===== src/hw/dvm_pkg.sv =====
// dvm_pkg: register map, reset values and ramp timing of the playback volume and mute stage
`default_nettype none
package dvm_pkg;
	// --------------------------------------------------------------
	// register indices; byte address is four times the index
	// --------------------------------------------------------------
	localparam logic [7:0] CTRL_ONE_IDX  = 8'h05; // mute ramp, mute
	localparam logic [7:0] CTRL_TWO_IDX  = 8'h06; // unmute ramp, ramp speed
	localparam logic [7:0] LEFT_VOL_IDX  = 8'h0A; // left code, commit
	localparam logic [7:0] RIGHT_VOL_IDX = 8'h0B; // right code, commit
	localparam logic [7:0] MUTE_ALIAS_IDX = 8'h31; // second home of mute
	localparam logic [7:0] STATUS_IDX    = 8'h32; // ramp level and state
	localparam int         ADDR_W        = 8;
	// --------------------------------------------------------------
	// field positions
	// --------------------------------------------------------------
	localparam int MUTE_RAMP_BIT   = 4; // in control one
	localparam int MUTE_BIT        = 3; // in control one
	localparam int ALIAS_MUTE_BIT  = 4; // in mute alias
	localparam int UNMUTE_RAMP_BIT = 3; // in control two
	localparam int SPEED_BIT       = 2; // in control two
	localparam int COMMIT_BIT      = 8; // in both volume registers
	localparam int RAMPING_BIT     = 8; // in status
	localparam int SILENT_BIT      = 9; // in status
	// --------------------------------------------------------------
	// reset values
	// --------------------------------------------------------------
	localparam logic       MUTE_RST        = 1'b1;
	localparam logic       MUTE_RAMP_RST   = 1'b1;
	localparam logic       UNMUTE_RAMP_RST = 1'b1;
	localparam logic       SPEED_RST       = 1'b0;
	localparam logic [7:0] VOL_RST         = 8'hC0; // unity gain
	// --------------------------------------------------------------
	// ramp timing, counted in samples so it follows the sample rate
	// --------------------------------------------------------------
	localparam int FS_REF_HZ      = 48000;   // rate the ramp times refer to
	localparam int FAST_RAMP_US   = 10700;   // longest fast ramp
	localparam int SLOW_RAMP_US   = 171000;  // longest slow ramp
	localparam int RAMP_STEPS     = 255;     // codes from full scale to mute
	localparam longint FAST_SMP   = longint'(FAST_RAMP_US) * FS_REF_HZ / 1000000;
	localparam longint SLOW_SMP   = longint'(SLOW_RAMP_US) * FS_REF_HZ / 1000000;
	localparam logic [5:0] FAST_PER = 6'((FAST_SMP / RAMP_STEPS) > 0 ? FAST_SMP / RAMP_STEPS : 1);
	localparam logic [5:0] SLOW_PER = 6'((SLOW_SMP / RAMP_STEPS) > 0 ? SLOW_SMP / RAMP_STEPS : 1);
	// --------------------------------------------------------------
	// gain: mantissa of 2^(k*0.375/6.02) in Q1.15, exponent from code[7:4]
	// --------------------------------------------------------------
	localparam logic [15:0] MANT [16] = '{
		16'h8000, 16'h85A6, 16'h8B8C, 16'h91B4, 16'h9822, 16'h9ED8, 16'hA5DA, 16'hAD2B,
		16'hB4CF, 16'hBCC9, 16'hC51D, 16'hCDD0, 16'hD6E4, 16'hE05F, 16'hEA45, 16'hF49B};
	localparam int GAIN_SHIFT = 27; // 15 mantissa bits plus unity exponent 12
	localparam int SMP_W      = 24; // sample width per channel
	localparam int FIFO_DEPTH = 16;
endpackage
`default_nettype wire


===== src/hw/dvm_fifo.sv =====
// dvm_fifo: sample buffer with valid and ready on both sides
`default_nettype none
module dvm_fifo #(
	parameter int WIDTH = 48,
	parameter int DEPTH = 16
) (
	input  wire logic             sys_clk,
	input  wire logic             sys_rst,
	input  wire logic             in_valid,
	output var  logic             in_ready,
	input  wire logic [WIDTH-1:0] in_data,
	output logic                  out_valid,
	input  wire logic             out_ready,
	output logic [WIDTH-1:0]      out_data
);
	localparam int AW = $clog2(DEPTH);
	// --------------------------------------------------------------
	// storage and pointers
	// --------------------------------------------------------------
	logic [WIDTH-1:0] mem [DEPTH];   // sample words
	logic [AW-1:0]    wr_ptr_reg;    // next slot to fill
	logic [AW-1:0]    rd_ptr_reg;    // oldest word
	logic [AW:0]      count_reg;     // words held
	logic [AW:0]      count_next;
	logic             push;
	logic             pop;

	assign push      = in_valid && in_ready;
	assign pop       = out_valid && out_ready;
	assign out_valid = (count_reg != '0);
	assign out_data  = mem[rd_ptr_reg];

	// occupancy after this edge
	always_comb
	begin
		count_next = count_reg + (AW+1)'(push) - (AW+1)'(pop);
	end

	// pointers and count; ready is registered so it is honest one cycle ahead
	always_ff @(posedge sys_clk)
	begin
		if (sys_rst)
		begin
			wr_ptr_reg <= '0;
			rd_ptr_reg <= '0;
			count_reg  <= '0;
			in_ready   <= 1'b0;
		end
		else
		begin
			if (push)
				wr_ptr_reg <= (wr_ptr_reg == AW'(DEPTH-1)) ? '0 : wr_ptr_reg + 1'b1;
			if (pop)
				rd_ptr_reg <= (rd_ptr_reg == AW'(DEPTH-1)) ? '0 : rd_ptr_reg + 1'b1;
			count_reg <= count_next;
			in_ready  <= (count_next != (AW+1)'(DEPTH));
		end
	end

	// memory write, no reset needed on data
	always_ff @(posedge sys_clk)
	begin
		if (push)
			mem[wr_ptr_reg] <= in_data;
	end
endmodule // dvm_fifo
`default_nettype wire


===== src/hw/dvm_volume_mute.sv =====
// dvm_volume_mute: stereo playback gain with hard or soft mute, APB registers
`default_nettype none
// How it works
// - comes out of reset muted
// - hard mute drops gain at once
// - soft mute steps gain down to zero
// - hard unmute restores volume at once
// - soft unmute steps gain up to volume
// - speed select picks fast or slow ramp
// - ramp steps count samples, scale with rate
// - mute bit shared by two register locations
// - gain moves 0.375 dB per code
// - reset: soft both ways, fast ramp
// - code X gives 0.375(X-192) dB, zero mutes
// - codes wait pending until commit bit written
module dvm_volume_mute (
	input  wire logic                     sys_clk,
	input  wire logic                     sys_rst,
	input  wire logic [dvm_pkg::ADDR_W-1:0] paddr,
	input  wire logic                     psel,
	input  wire logic                     penable,
	input  wire logic                     pwrite,
	input  wire logic [31:0]              pwdata,
	output var  logic [31:0]              prdata,
	output var  logic                     pready,
	output var  logic                     pslverr,
	input  wire logic                     in_valid,
	output var  logic                     in_ready,
	input  wire logic [23:0]              in_left,
	input  wire logic [23:0]              in_right,
	output var  logic                     out_valid,
	input  wire logic                     out_ready,
	output var  logic [23:0]              out_left,
	output var  logic [23:0]              out_right
);
	// --------------------------------------------------------------
	// control state
	// --------------------------------------------------------------
	logic       mute_reg;          // shared mute bit
	logic       mute_ramp_reg;     // soft mute select
	logic       unmute_ramp_reg;   // soft unmute select
	logic       ramp_speed_select; // 0 fast, 1 slow
	logic [7:0] left_pend_reg;     // written left code
	logic [7:0] right_pend_reg;    // written right code
	logic [7:0] left_gain_code;    // applied left code
	logic [7:0] right_gain_code;   // applied right code
	logic [7:0] ramp_level_reg;    // ceiling on applied codes
	logic       settled_reg;       // unmuted and ramp finished
	logic       mute_q_reg;        // mute one cycle ago
	logic [5:0] step_cnt_reg;      // samples since last step
	logic       step;              // one ramp step due
	logic [7:0] max_code;          // larger applied code
	logic [7:0] eff_left;          // code after ramp ceiling
	logic [7:0] eff_right;
	logic [5:0] step_per;          // samples per ramp step
	logic       sample_tick;       // one input sample taken
	// apb decode
	logic [7:0] reg_idx;
	logic       addr_ok;
	logic       wr_en;
	logic       setup;
	logic [31:0] rd_mux;
	// fifo side
	logic        f_valid;
	logic        f_ready;
	logic [47:0] f_data;
	logic        pop;

	// --------------------------------------------------------------
	// apb slave: answer in the cycle after setup, one wait-free access
	// --------------------------------------------------------------
	assign reg_idx = {2'b00, paddr[dvm_pkg::ADDR_W-1:2]};
	assign setup   = psel && !penable;
	assign wr_en   = psel && penable && pready && pwrite && !pslverr;
	assign addr_ok = (paddr[1:0] == 2'b00) &&
		(reg_idx == dvm_pkg::CTRL_ONE_IDX || reg_idx == dvm_pkg::CTRL_TWO_IDX ||
		 reg_idx == dvm_pkg::LEFT_VOL_IDX || reg_idx == dvm_pkg::RIGHT_VOL_IDX ||
		 reg_idx == dvm_pkg::MUTE_ALIAS_IDX || reg_idx == dvm_pkg::STATUS_IDX);

	// read mux; unused bits read zero, commit bit reads zero
	always_comb
	begin
		rd_mux = 32'h0000_0000;
		unique case (reg_idx)
			dvm_pkg::CTRL_ONE_IDX:
			begin
				rd_mux[dvm_pkg::MUTE_RAMP_BIT] = mute_ramp_reg;
				rd_mux[dvm_pkg::MUTE_BIT]      = mute_reg;
			end
			dvm_pkg::CTRL_TWO_IDX:
			begin
				rd_mux[dvm_pkg::UNMUTE_RAMP_BIT] = unmute_ramp_reg;
				rd_mux[dvm_pkg::SPEED_BIT]       = ramp_speed_select;
			end
			dvm_pkg::LEFT_VOL_IDX:   rd_mux[7:0] = left_pend_reg;
			dvm_pkg::RIGHT_VOL_IDX:  rd_mux[7:0] = right_pend_reg;
			dvm_pkg::MUTE_ALIAS_IDX: rd_mux[dvm_pkg::ALIAS_MUTE_BIT] = mute_reg;
			dvm_pkg::STATUS_IDX:
			begin
				rd_mux[7:0]                  = ramp_level_reg;
				rd_mux[dvm_pkg::RAMPING_BIT] = !settled_reg && !(mute_reg && ramp_level_reg == 8'h00);
				rd_mux[dvm_pkg::SILENT_BIT]  = (ramp_level_reg == 8'h00);
			end
			default: rd_mux = 32'h0000_0000;
		endcase
	end

	// pready, prdata and pslverr all come from flops; unmapped gets pslverr
	always_ff @(posedge sys_clk)
	begin
		if (sys_rst)
		begin
			pready  <= 1'b0;
			pslverr <= 1'b0;
			prdata  <= 32'h0000_0000;
		end
		else
		begin
			pready  <= setup;
			pslverr <= setup && !addr_ok;
			prdata  <= (setup && !pwrite && addr_ok) ? rd_mux : 32'h0000_0000;
		end
	end

	// --------------------------------------------------------------
	// control registers
	// --------------------------------------------------------------
	// mute lives in one flop; both locations write it, last write wins
	always_ff @(posedge sys_clk)
	begin
		if (sys_rst)
		begin
			mute_reg          <= dvm_pkg::MUTE_RST;
			mute_ramp_reg     <= dvm_pkg::MUTE_RAMP_RST;
			unmute_ramp_reg   <= dvm_pkg::UNMUTE_RAMP_RST;
			ramp_speed_select <= dvm_pkg::SPEED_RST;
		end
		else if (wr_en)
		begin
			if (reg_idx == dvm_pkg::CTRL_ONE_IDX)
			begin
				mute_reg      <= pwdata[dvm_pkg::MUTE_BIT];
				mute_ramp_reg <= pwdata[dvm_pkg::MUTE_RAMP_BIT];
			end
			if (reg_idx == dvm_pkg::MUTE_ALIAS_IDX)
				mute_reg <= pwdata[dvm_pkg::ALIAS_MUTE_BIT];
			if (reg_idx == dvm_pkg::CTRL_TWO_IDX)
			begin
				unmute_ramp_reg   <= pwdata[dvm_pkg::UNMUTE_RAMP_BIT];
				ramp_speed_select <= pwdata[dvm_pkg::SPEED_BIT];
			end
		end
	end

	// volume codes: stored pending, both applied together on commit
	always_ff @(posedge sys_clk)
	begin
		if (sys_rst)
		begin
			left_pend_reg   <= dvm_pkg::VOL_RST;
			right_pend_reg  <= dvm_pkg::VOL_RST;
			left_gain_code  <= dvm_pkg::VOL_RST;
			right_gain_code <= dvm_pkg::VOL_RST;
		end
		else if (wr_en && (reg_idx == dvm_pkg::LEFT_VOL_IDX || reg_idx == dvm_pkg::RIGHT_VOL_IDX))
		begin
			if (reg_idx == dvm_pkg::LEFT_VOL_IDX)
				left_pend_reg <= pwdata[7:0];
			else
				right_pend_reg <= pwdata[7:0];
			if (pwdata[dvm_pkg::COMMIT_BIT])
			begin
				// the word being written joins the commit
				left_gain_code  <= (reg_idx == dvm_pkg::LEFT_VOL_IDX) ? pwdata[7:0] : left_pend_reg;
				right_gain_code <= (reg_idx == dvm_pkg::RIGHT_VOL_IDX) ? pwdata[7:0] : right_pend_reg;
			end
		end
	end

	// --------------------------------------------------------------
	// ramp timing: steps counted in input samples, so time follows fs
	// --------------------------------------------------------------
	assign sample_tick = in_valid && in_ready;
	assign step_per    = ramp_speed_select ? dvm_pkg::SLOW_PER : dvm_pkg::FAST_PER;
	assign step        = sample_tick && (step_cnt_reg == step_per - 6'd1);
	assign max_code    = (left_gain_code > right_gain_code) ? left_gain_code : right_gain_code;

	// sample counter between ramp steps; a count at or past a shorter new period restarts it safely
	always_ff @(posedge sys_clk)
	begin
		if (sys_rst)
			step_cnt_reg <= 6'h00;
		else if (step || step_cnt_reg >= step_per)
			step_cnt_reg <= 6'h00;
		else if (sample_tick)
			step_cnt_reg <= step_cnt_reg + 6'd1;
	end

	// --------------------------------------------------------------
	// ramp level: a ceiling on the applied codes, zero meaning silence
	// --------------------------------------------------------------
	always_ff @(posedge sys_clk)
	begin
		if (sys_rst)
		begin
			ramp_level_reg <= 8'h00;   // starts silent, matching mute
			settled_reg    <= 1'b0;
			mute_q_reg     <= dvm_pkg::MUTE_RST;
		end
		else
		begin
			mute_q_reg <= mute_reg;
			if (mute_reg)
			begin
				settled_reg <= 1'b0;
				if (!mute_ramp_reg)
					ramp_level_reg <= 8'h00;
				else if (step && ramp_level_reg != 8'h00)
					ramp_level_reg <= ramp_level_reg - 8'd1;
			end
			else if (settled_reg || !unmute_ramp_reg)
			begin
				// follow the volume so later mutes start from the real gain
				ramp_level_reg <= max_code;
				settled_reg    <= 1'b1;
			end
			else if (ramp_level_reg >= max_code)
			begin
				ramp_level_reg <= max_code;
				settled_reg    <= 1'b1;
			end
			else if (step)
				ramp_level_reg <= ramp_level_reg + 8'd1;
		end
	end

	assign eff_left  = (left_gain_code < ramp_level_reg) ? left_gain_code : ramp_level_reg;
	assign eff_right = (right_gain_code < ramp_level_reg) ? right_gain_code : ramp_level_reg;

	// --------------------------------------------------------------
	// gain: mantissa times power of two; exactly 6 dB per 16 codes is
	// taken as one octave, a 0.3 percent error traded for no log table
	// --------------------------------------------------------------
	function automatic logic [23:0] apply_gain(input logic [23:0] smp, input logic [7:0] code);
		logic signed [40:0] prod;
		logic signed [55:0] wide;
		logic signed [55:0] sh;
		prod = $signed(smp) * $signed({1'b0, dvm_pkg::MANT[code[3:0]]});
		wide = 56'(prod);
		sh   = (wide <<< code[7:4]) >>> dvm_pkg::GAIN_SHIFT;
		if (code == 8'h00)
			apply_gain = 24'h00_0000;
		else if (sh > 56'sh7F_FFFF)
			apply_gain = 24'h7F_FFFF;
		else if (sh < -56'sh80_0000)
			apply_gain = 24'h80_0000;
		else
			apply_gain = sh[23:0];
	endfunction

	// --------------------------------------------------------------
	// sample path: fifo then one registered gain stage
	// --------------------------------------------------------------
	dvm_fifo #(
		.WIDTH (48),
		.DEPTH (dvm_pkg::FIFO_DEPTH)
	) u_fifo (
		.sys_clk   (sys_clk),
		.sys_rst   (sys_rst),
		.in_valid  (in_valid),
		.in_ready  (in_ready),
		.in_data   ({in_left, in_right}),
		.out_valid (f_valid),
		.out_ready (f_ready),
		.out_data  (f_data)
	);

	// stalls when the consumer holds off, which backs the fifo up
	assign f_ready = !out_valid || out_ready;
	assign pop     = f_valid && f_ready;

	// output stage holds a sample until the consumer takes it
	always_ff @(posedge sys_clk)
	begin
		if (sys_rst)
		begin
			out_valid <= 1'b0;
			out_left  <= 24'h00_0000;
			out_right <= 24'h00_0000;
		end
		else if (pop)
		begin
			out_valid <= 1'b1;
			out_left  <= apply_gain(f_data[47:24], eff_left);
			out_right <= apply_gain(f_data[23:0], eff_right);
		end
		else if (out_ready)
			out_valid <= 1'b0;
	end
endmodule // dvm_volume_mute
`default_nettype wire


===== config.mk =====
export PLATFORM = sky130hd
export DESIGN_NAME = dvm_volume_mute
export DESIGN_NICKNAME = d
export VERILOG_FILES = /design/src/hw/dvm_pkg.sv /design/src/hw/dvm_fifo.sv /design/src/hw/dvm_volume_mute.sv
export SDC_FILE = /design/constraint.sdc
export NUM_CORES = 2
export LEC_CHECK = 0
export ABC_AREA = 1
export BUFFER_PORTS_ARGS = -buffer_cell sky130_fd_sc_hd__buf_2
export CAP_MARGIN = 10
export CORE_MARGIN = 3
export CORE_UTILIZATION = 45
export CTS_CLUSTER_SIZE = 20
export DETAILED_ROUTE_END_ITERATION = 6
export SLEW_MARGIN = 20
export SYNTH_ARGS = -nofsm -noshare
export SYNTH_HDL_FRONTEND = slang
export SYNTH_SLANG_ARGS = --single-unit

===== constraint.sdc =====
create_clock -name sys_clk -period 17.44 [get_ports sys_clk]
set_input_delay 0 -clock sys_clk [delete_from_list [all_inputs] [get_ports sys_clk]]
set_output_delay 0 -clock sys_clk [all_outputs]
set_load 0.005 [all_outputs]

# Yosys cells after proc, flatten, opt, wreduce, memory -nomap -nowiden
# Memories as Yosys holds them, arrays and structs flattened. A register that Yosys moved wholly into a read port is not among the register bits.
# Index checks and enable logic that the tools add are counted.
# op_classes
add_sub_neg	8
mul	2
div_mod_pow	0
magnitude_cmp	11
n_eq_ne	11
shift	2
mux	39
bitwise	5
n_reduce_logical	53
# op_table
cell	n
$mux W24	6
$sshl A41 B4 Y56	2
$mux W8	11
$mul A24 B17 Y41	2
$mux W16	4
$gt A29 B24 Y1 const B	2
$lt A29 B24 Y1 const B	2
$logic_not A8 Y1	3
$logic_and A1 B1 Y1	16
$lt A8 B8 Y1	2
$mux W4	4
$eq A6 B3 Y1 const B	2
$eq A6 B4 Y1 const B	2
$eq A6 B6 Y1 const B	2
$reduce_and A2 Y1	6
$ge A5 B5 Y1 const B	2
$not A4 Y5	2
$pmux W1 S5	2
$logic_or A1 B1 Y1	9
$pmux W3 S3	1
$add A4 B1 Y4 const B	2
$add A8 B1 Y8 const B	1
$eq A4 B4 Y1 const B	2
$ge A8 B8 Y1	1
other kinds (23)	43
# word_totals
regBits	148
latch_bits	0
ram_bits	768
romBits	512
in_bits	95
out_inout_bits	84
n_memories	3
# memory_table
name	words	word_bits	rd	rd_ports_with_merged_regs	write_ports	line_no	source
u_fifo.mem	16	48	1	1	1	dvm_fifo.sv:20	logic [WIDTH-1:0] mem [DEPTH];
(no name shown)	16	16	1	0	0	dvm_volume_mute.sv:248	prod = $signed(smp) * $signed({1'b0, dvm_pkg::MANT[code[3:0]]});
(no name shown)	16	16	1	0	0	dvm_volume_mute.sv:248	

# Depth between registers and ports, before layout
# logic_depth
word_depth	12
depth_mapped	59

# Hierarchy
# From an unflattened synthesis, not the netlist that was laid out.
# hier_totals
cells_unflattened	8203
area_unflattened_um2	70563.9
# by_module_without_submodules
mod	instances	cells_each	area_each_um2	seq_area_each_um2
dvm_volume_mute	1	5256	37957.7	2242.2
dvm_fifo	1	2947	32606.3	23422.5

# Least setup slack after synthesis
# Ideal clock, no wire load.
# synth_timing
path_kind	register to register
from	register ramp_level_reg[2]
to	register out_right[17]
setup_ns	0.132
arrival_time_ns	8.157
t_required_ns	17.308
path_slack_ns	9.151
path_stages_with_launch	49
synth_period_minus_slack_ns	8.289
cell_sequence	dfxtp_1 -> clkbuf_1 -> inv_1 -> ha_1 -> nand3_1 -> nand2_1 -> nand2_1 -> nand2_2 -> buf_6 -> o21ai_2 -> inv_2 -> nor2_2 -> nor2_1 -> o21ai_2 -> o21bai_1 -> nand2_1 -> inv_2 -> buf_4 -> [... 13 more ...] -> nand2_1 -> a21oi_1 -> nand2_1 -> nor2_1 -> nand2_1 -> nand2_2 -> nand2_1 -> nand3_1 -> nand2_1 -> nand2_1 -> nand2_1 -> o21ai_0 -> nand3_1 -> nand2_1 -> buf_2 -> nand2_1 -> nand2_1 -> a21oi_1
# synth_via
elab_chain_cells	12
# synth_rtl
element	line_no	source
start: declaration	dvm_volume_mute.sv:47	logic [7:0] ramp_level_reg;
start signal: assignment	dvm_volume_mute.sv:219	ramp_level_reg <= ramp_level_reg - 8'd1;
start signal: assignment	dvm_volume_mute.sv:224	ramp_level_reg <= max_code;
start signal: assignment	dvm_volume_mute.sv:229	ramp_level_reg <= max_code;
$lt A8 B8 Y1	dvm_volume_mute.sv:238	assign eff_right = (right_gain_code < ramp_level_reg) ? right_gain_code : ramp_level_reg;
$mux W8 (*)	dvm_volume_mute.sv:238	
$not A4 Y5 (not written as such)	dvm_volume_mute.sv:248	
$mem_v2 Z16 W16	n/a	
$mux W16 (not written as such) (2 in series)	dvm_volume_mute.sv:248	
$mul A24 B17 Y41	dvm_volume_mute.sv:248	
$sshl A41 B4 Y56	dvm_volume_mute.sv:250	sh = (wide <<< code[7:4]) >>> dvm_pkg::GAIN_SHIFT;
$lt A29 B24 Y1	dvm_volume_mute.sv:255	else if (sh < -56'sh80_0000)
$mux W24	dvm_volume_mute.sv:255	
$mux W24	dvm_volume_mute.sv:253	else if (sh > 56'sh7F_FFFF)
$mux W24 (*)	dvm_volume_mute.sv:251	if (code == 8'h00)
end signal: assignment	dvm_volume_mute.sv:295	out_right <= apply_gain(f_data[23:0], eff_right);
end: declaration	dvm_volume_mute.sv:34	output var logic [23:0] out_right
# Mark *: on every way between the ends. The rest lies on a longest branch, timed or not. The select of a mux whose other input is x is not followed.
# A chain may end at the register's enable or synchronous reset.

==> flow_summary.json <==
{
  "grt_pass1_vias": 52610,
  "synth_most_common_cell": "nand2_1",
  "yosysTopAreaCell": "edfxtp_1",
  "maxCapViolCount": 0,
  "synthArstFlopShare": 0,
  "dp_hpwl_mm": 132.1,
  "slowest_stage": "dfxtp_4",
  "antenna_found_initial": 15,
  "root_buffer": "clkbuf_16",
  "syn_to_final_growth_pct": 8.988,
  "cts_buffers": 94,
  "grt_remaining_overflow": 0,
  "fmax_mhz": 87.86,
  "ys_top_cells_by_count": "1,912 x nand2_1, 1,265 x inv_1, 768 x edfxtp_1",
  "hold_ws_ns": 0.08406,
  "num_vias": 52190,
  "outcome": "finished clean",
  "worstSetupPathType": "register to register",
  "startpoint_type": "register",
  "synth.area.top_cells": "edfxtp_1 34%, fa_1 22%, nand2_1 10%",
  "synth_ff_type": "edfxtp_1",
  "synth_edf_count": 768,
  "synth-seq-area-share": 0.3733,
  "port_buffers": 133,
  "synth.distinct_cells": 66,
  "layout-drive-gt1-share": 0.05794,
  "syn_area_um2": 68760,
  "power.total_mw": 8.112,
  "grt_usage": 0.2489,
  "wl_mm": 195.2,
  "cpPeakStageDelay_ns": 0.75,
  "rsz0062_at_grt": "no",
  "slew_headroom": 0.2532,
  "largest_register_ffs": 768,
  "tightestPinTransition_ns": 1.119,
  "synthXorXnorAreaFrac": 0.006242,
  "core_um2": 150800,
  "min_path_type": "input pin to register",
  "final.setup_skew_ns": 0.08460,
  "synthCells": 7559,
  "fin_nets": 8699,
  "ir_worst_vdd_uv": 104.1,
  "layout_min_cycle_time_ns": 11.38,
  "firstDrtPassIters": 6,
  "drt_iter0_markers": 4834,
  "ant_nets": 0,
  "tns_ns": 0,
  "drc_errors": 0,
  "cts_resized": 0,
  "clk_pin_slew_worst_paths_ns": 0.06,
  "rows": 142,
  "cts_tree": "built",
  "cts_htree_levels": 3,
  "synth_compound_area_frac": 0.08491,
  "synth_mux_area_frac": 0.0001456,
  "min_from": "paddr[4]",
  "p_leak_nw": 32.92,
  "yosysWarnings": 0,
  "clock_latency_ns": 0.73,
  "wl_per_cell_um": 20.12,
  "synth_top_family_by_area": "adder cells",
  "setup_violations": 0,
  "cts_sinks": 898,
  "io_pins": 179,
  "synth_fa_ha_area_frac": 0.2629,
  "syn_avg_cell_area_um2": 9.096,
  "required_ns": 17.96,
  "final_area_um2": 74940,
  "grt_pass1_wl_mm": 305.0,
  "die_y_um": 396.9,
  "regMostFlops": "u_fifo.mem",
  "finalCoreUtilization": 0.4968,
  "gp_congestion": 0.9331,
  "end_kind": "register",
  "power_density_nw_per_um2": 108.2,
  "die_x_um": 396.9,
  "period_share": 0.6527,
  "top_regs": "u_fifo.mem: 768 flops, out_left: 24 flops, out_right: 24 flops",
  "path_common_cell": "nand2_1",
  "start_util": 0.4558,
  "synthSimpleGateAreaFrac": 0.1788,
  "dpl_cell_area_um2": 71180,
  "drv_slew": 0,
  "path_max_fanout": 74,
  "synth_top_area_frac": 0.3354,
  "hold_viol": 0,
  "synth-seq-cells": 898,
  "arrival_ns": 11.90,
  "grt_max_degree": 158,
  "dieArea_um2": 157500,
  "viasPerCell": 5.379,
  "clockBufferDepth": 3
}
-- critical path: cells and delay by family (launching register included) --
family,cells,cell delay (ns)
DFF,1,0.75
adders and majority gates,7,3.49
buffers and inverters,8,2.88
AOI/OAI and AO/OA,5,0.89
and+or+nand+nor,19,3.01
-- where the power goes --
part / switching [mW] / total [mW] / internal, mW
Sequential: 0.0486 / 2.42 / 2.37
Combinational: 2.71 / 3.75 / 1.05
Clock: 0.851 / 1.94 / 1.09
Total: 3.61 / 8.11 / 4.51
-- metal layers --
metal / GRT usage / wire [µm]
met5: 0 / 79
met4: 0.06784 / 5113
met3: 0.03225 / 12230
met2: 0.4155 / 92890
met1: 0.3423 / 84890
-- layout by cell type, fill, tap and decap left out, types with 6 or more instances in the layout --
cell           count
fa_1             751
a211oi_1           8
o21ai_1            6
inv_2             18
nand2_2           18
a21oi_2            7
dfxtp_1          126
buf_4             67
a31oi_1           18
or2_2              8
nor2_1           502
o21ai_0          127
xor2_1            25
a21oi_1          503
o21ai_2           10
nand3_2            6
o211ai_1          23
o21ai_4            6
clkinv_2          20
a311o_1           39
conb_1            22
nand4_1           28
nand2_1         1912
a221oi_1         148
clkbuf_16         94
nand3_1          446
edfxtp_1         768
buf_2            133
dlygate4sd3_1     74
clkinv_1          37
clkbuf_1          17
inv_1           1264
nor3_1            29
nor2_4            16
or3_1             38
ha_1             243
o21bai_1          14
xnor2_1           24
-- final timing paths --
path	cells after the start	slack [ns]	to
max	39	6.06	out_right[12]
min	6	0.08	left_pend_reg[7]
max reg2reg	39	6.06	out_right[12]
min reg2reg	1	0.42	prdata[8]
-- final cells by class --
class / instances / area, µm²
Antenna cell: 5 / 12.51
Clock buffer: 114 / 2457
Clock inverter: 53 / 536.8
Fill cell: 14130 / 75910
Inverter: 1308 / 4940
Multi-Input combinational cell: 5034 / 36880
Sequential cell: 898 / 25680
Tap cell: 2016 / 2522
Timing Repair Buffer: 274 / 1909
-- per-stage QoR --
| stage | instances | setup WS, ns |
|---|---|---|
| after floorplan | 7580 | 9.151 |
| after global placement | 9456 | 6.211 |
| after detailed placement | 9456 | 6.202 |
| after CTS | 9697 | 6.158 |
| after global routing | 9698 | 5.370 |
| final | 9702 | 6.058 |
-- cells by family after synthesis --
family,after synthesis
AND/OR/NAND/NOR,3025
buffers and inverters,1648
adder cells (fa/ha/maj),994
AO/OA/AOI/OAI,943
flip-flops,898
XOR/XNOR,49
other,1
multiplexers,1
-- repair_timing --
item                      4_1_cts  5_1_grt
hold endpoints to repair      844        0
buffers inserted                0        0
hold buffers                   74        0
Note: power is estimated with default switching activity, not from simulation.
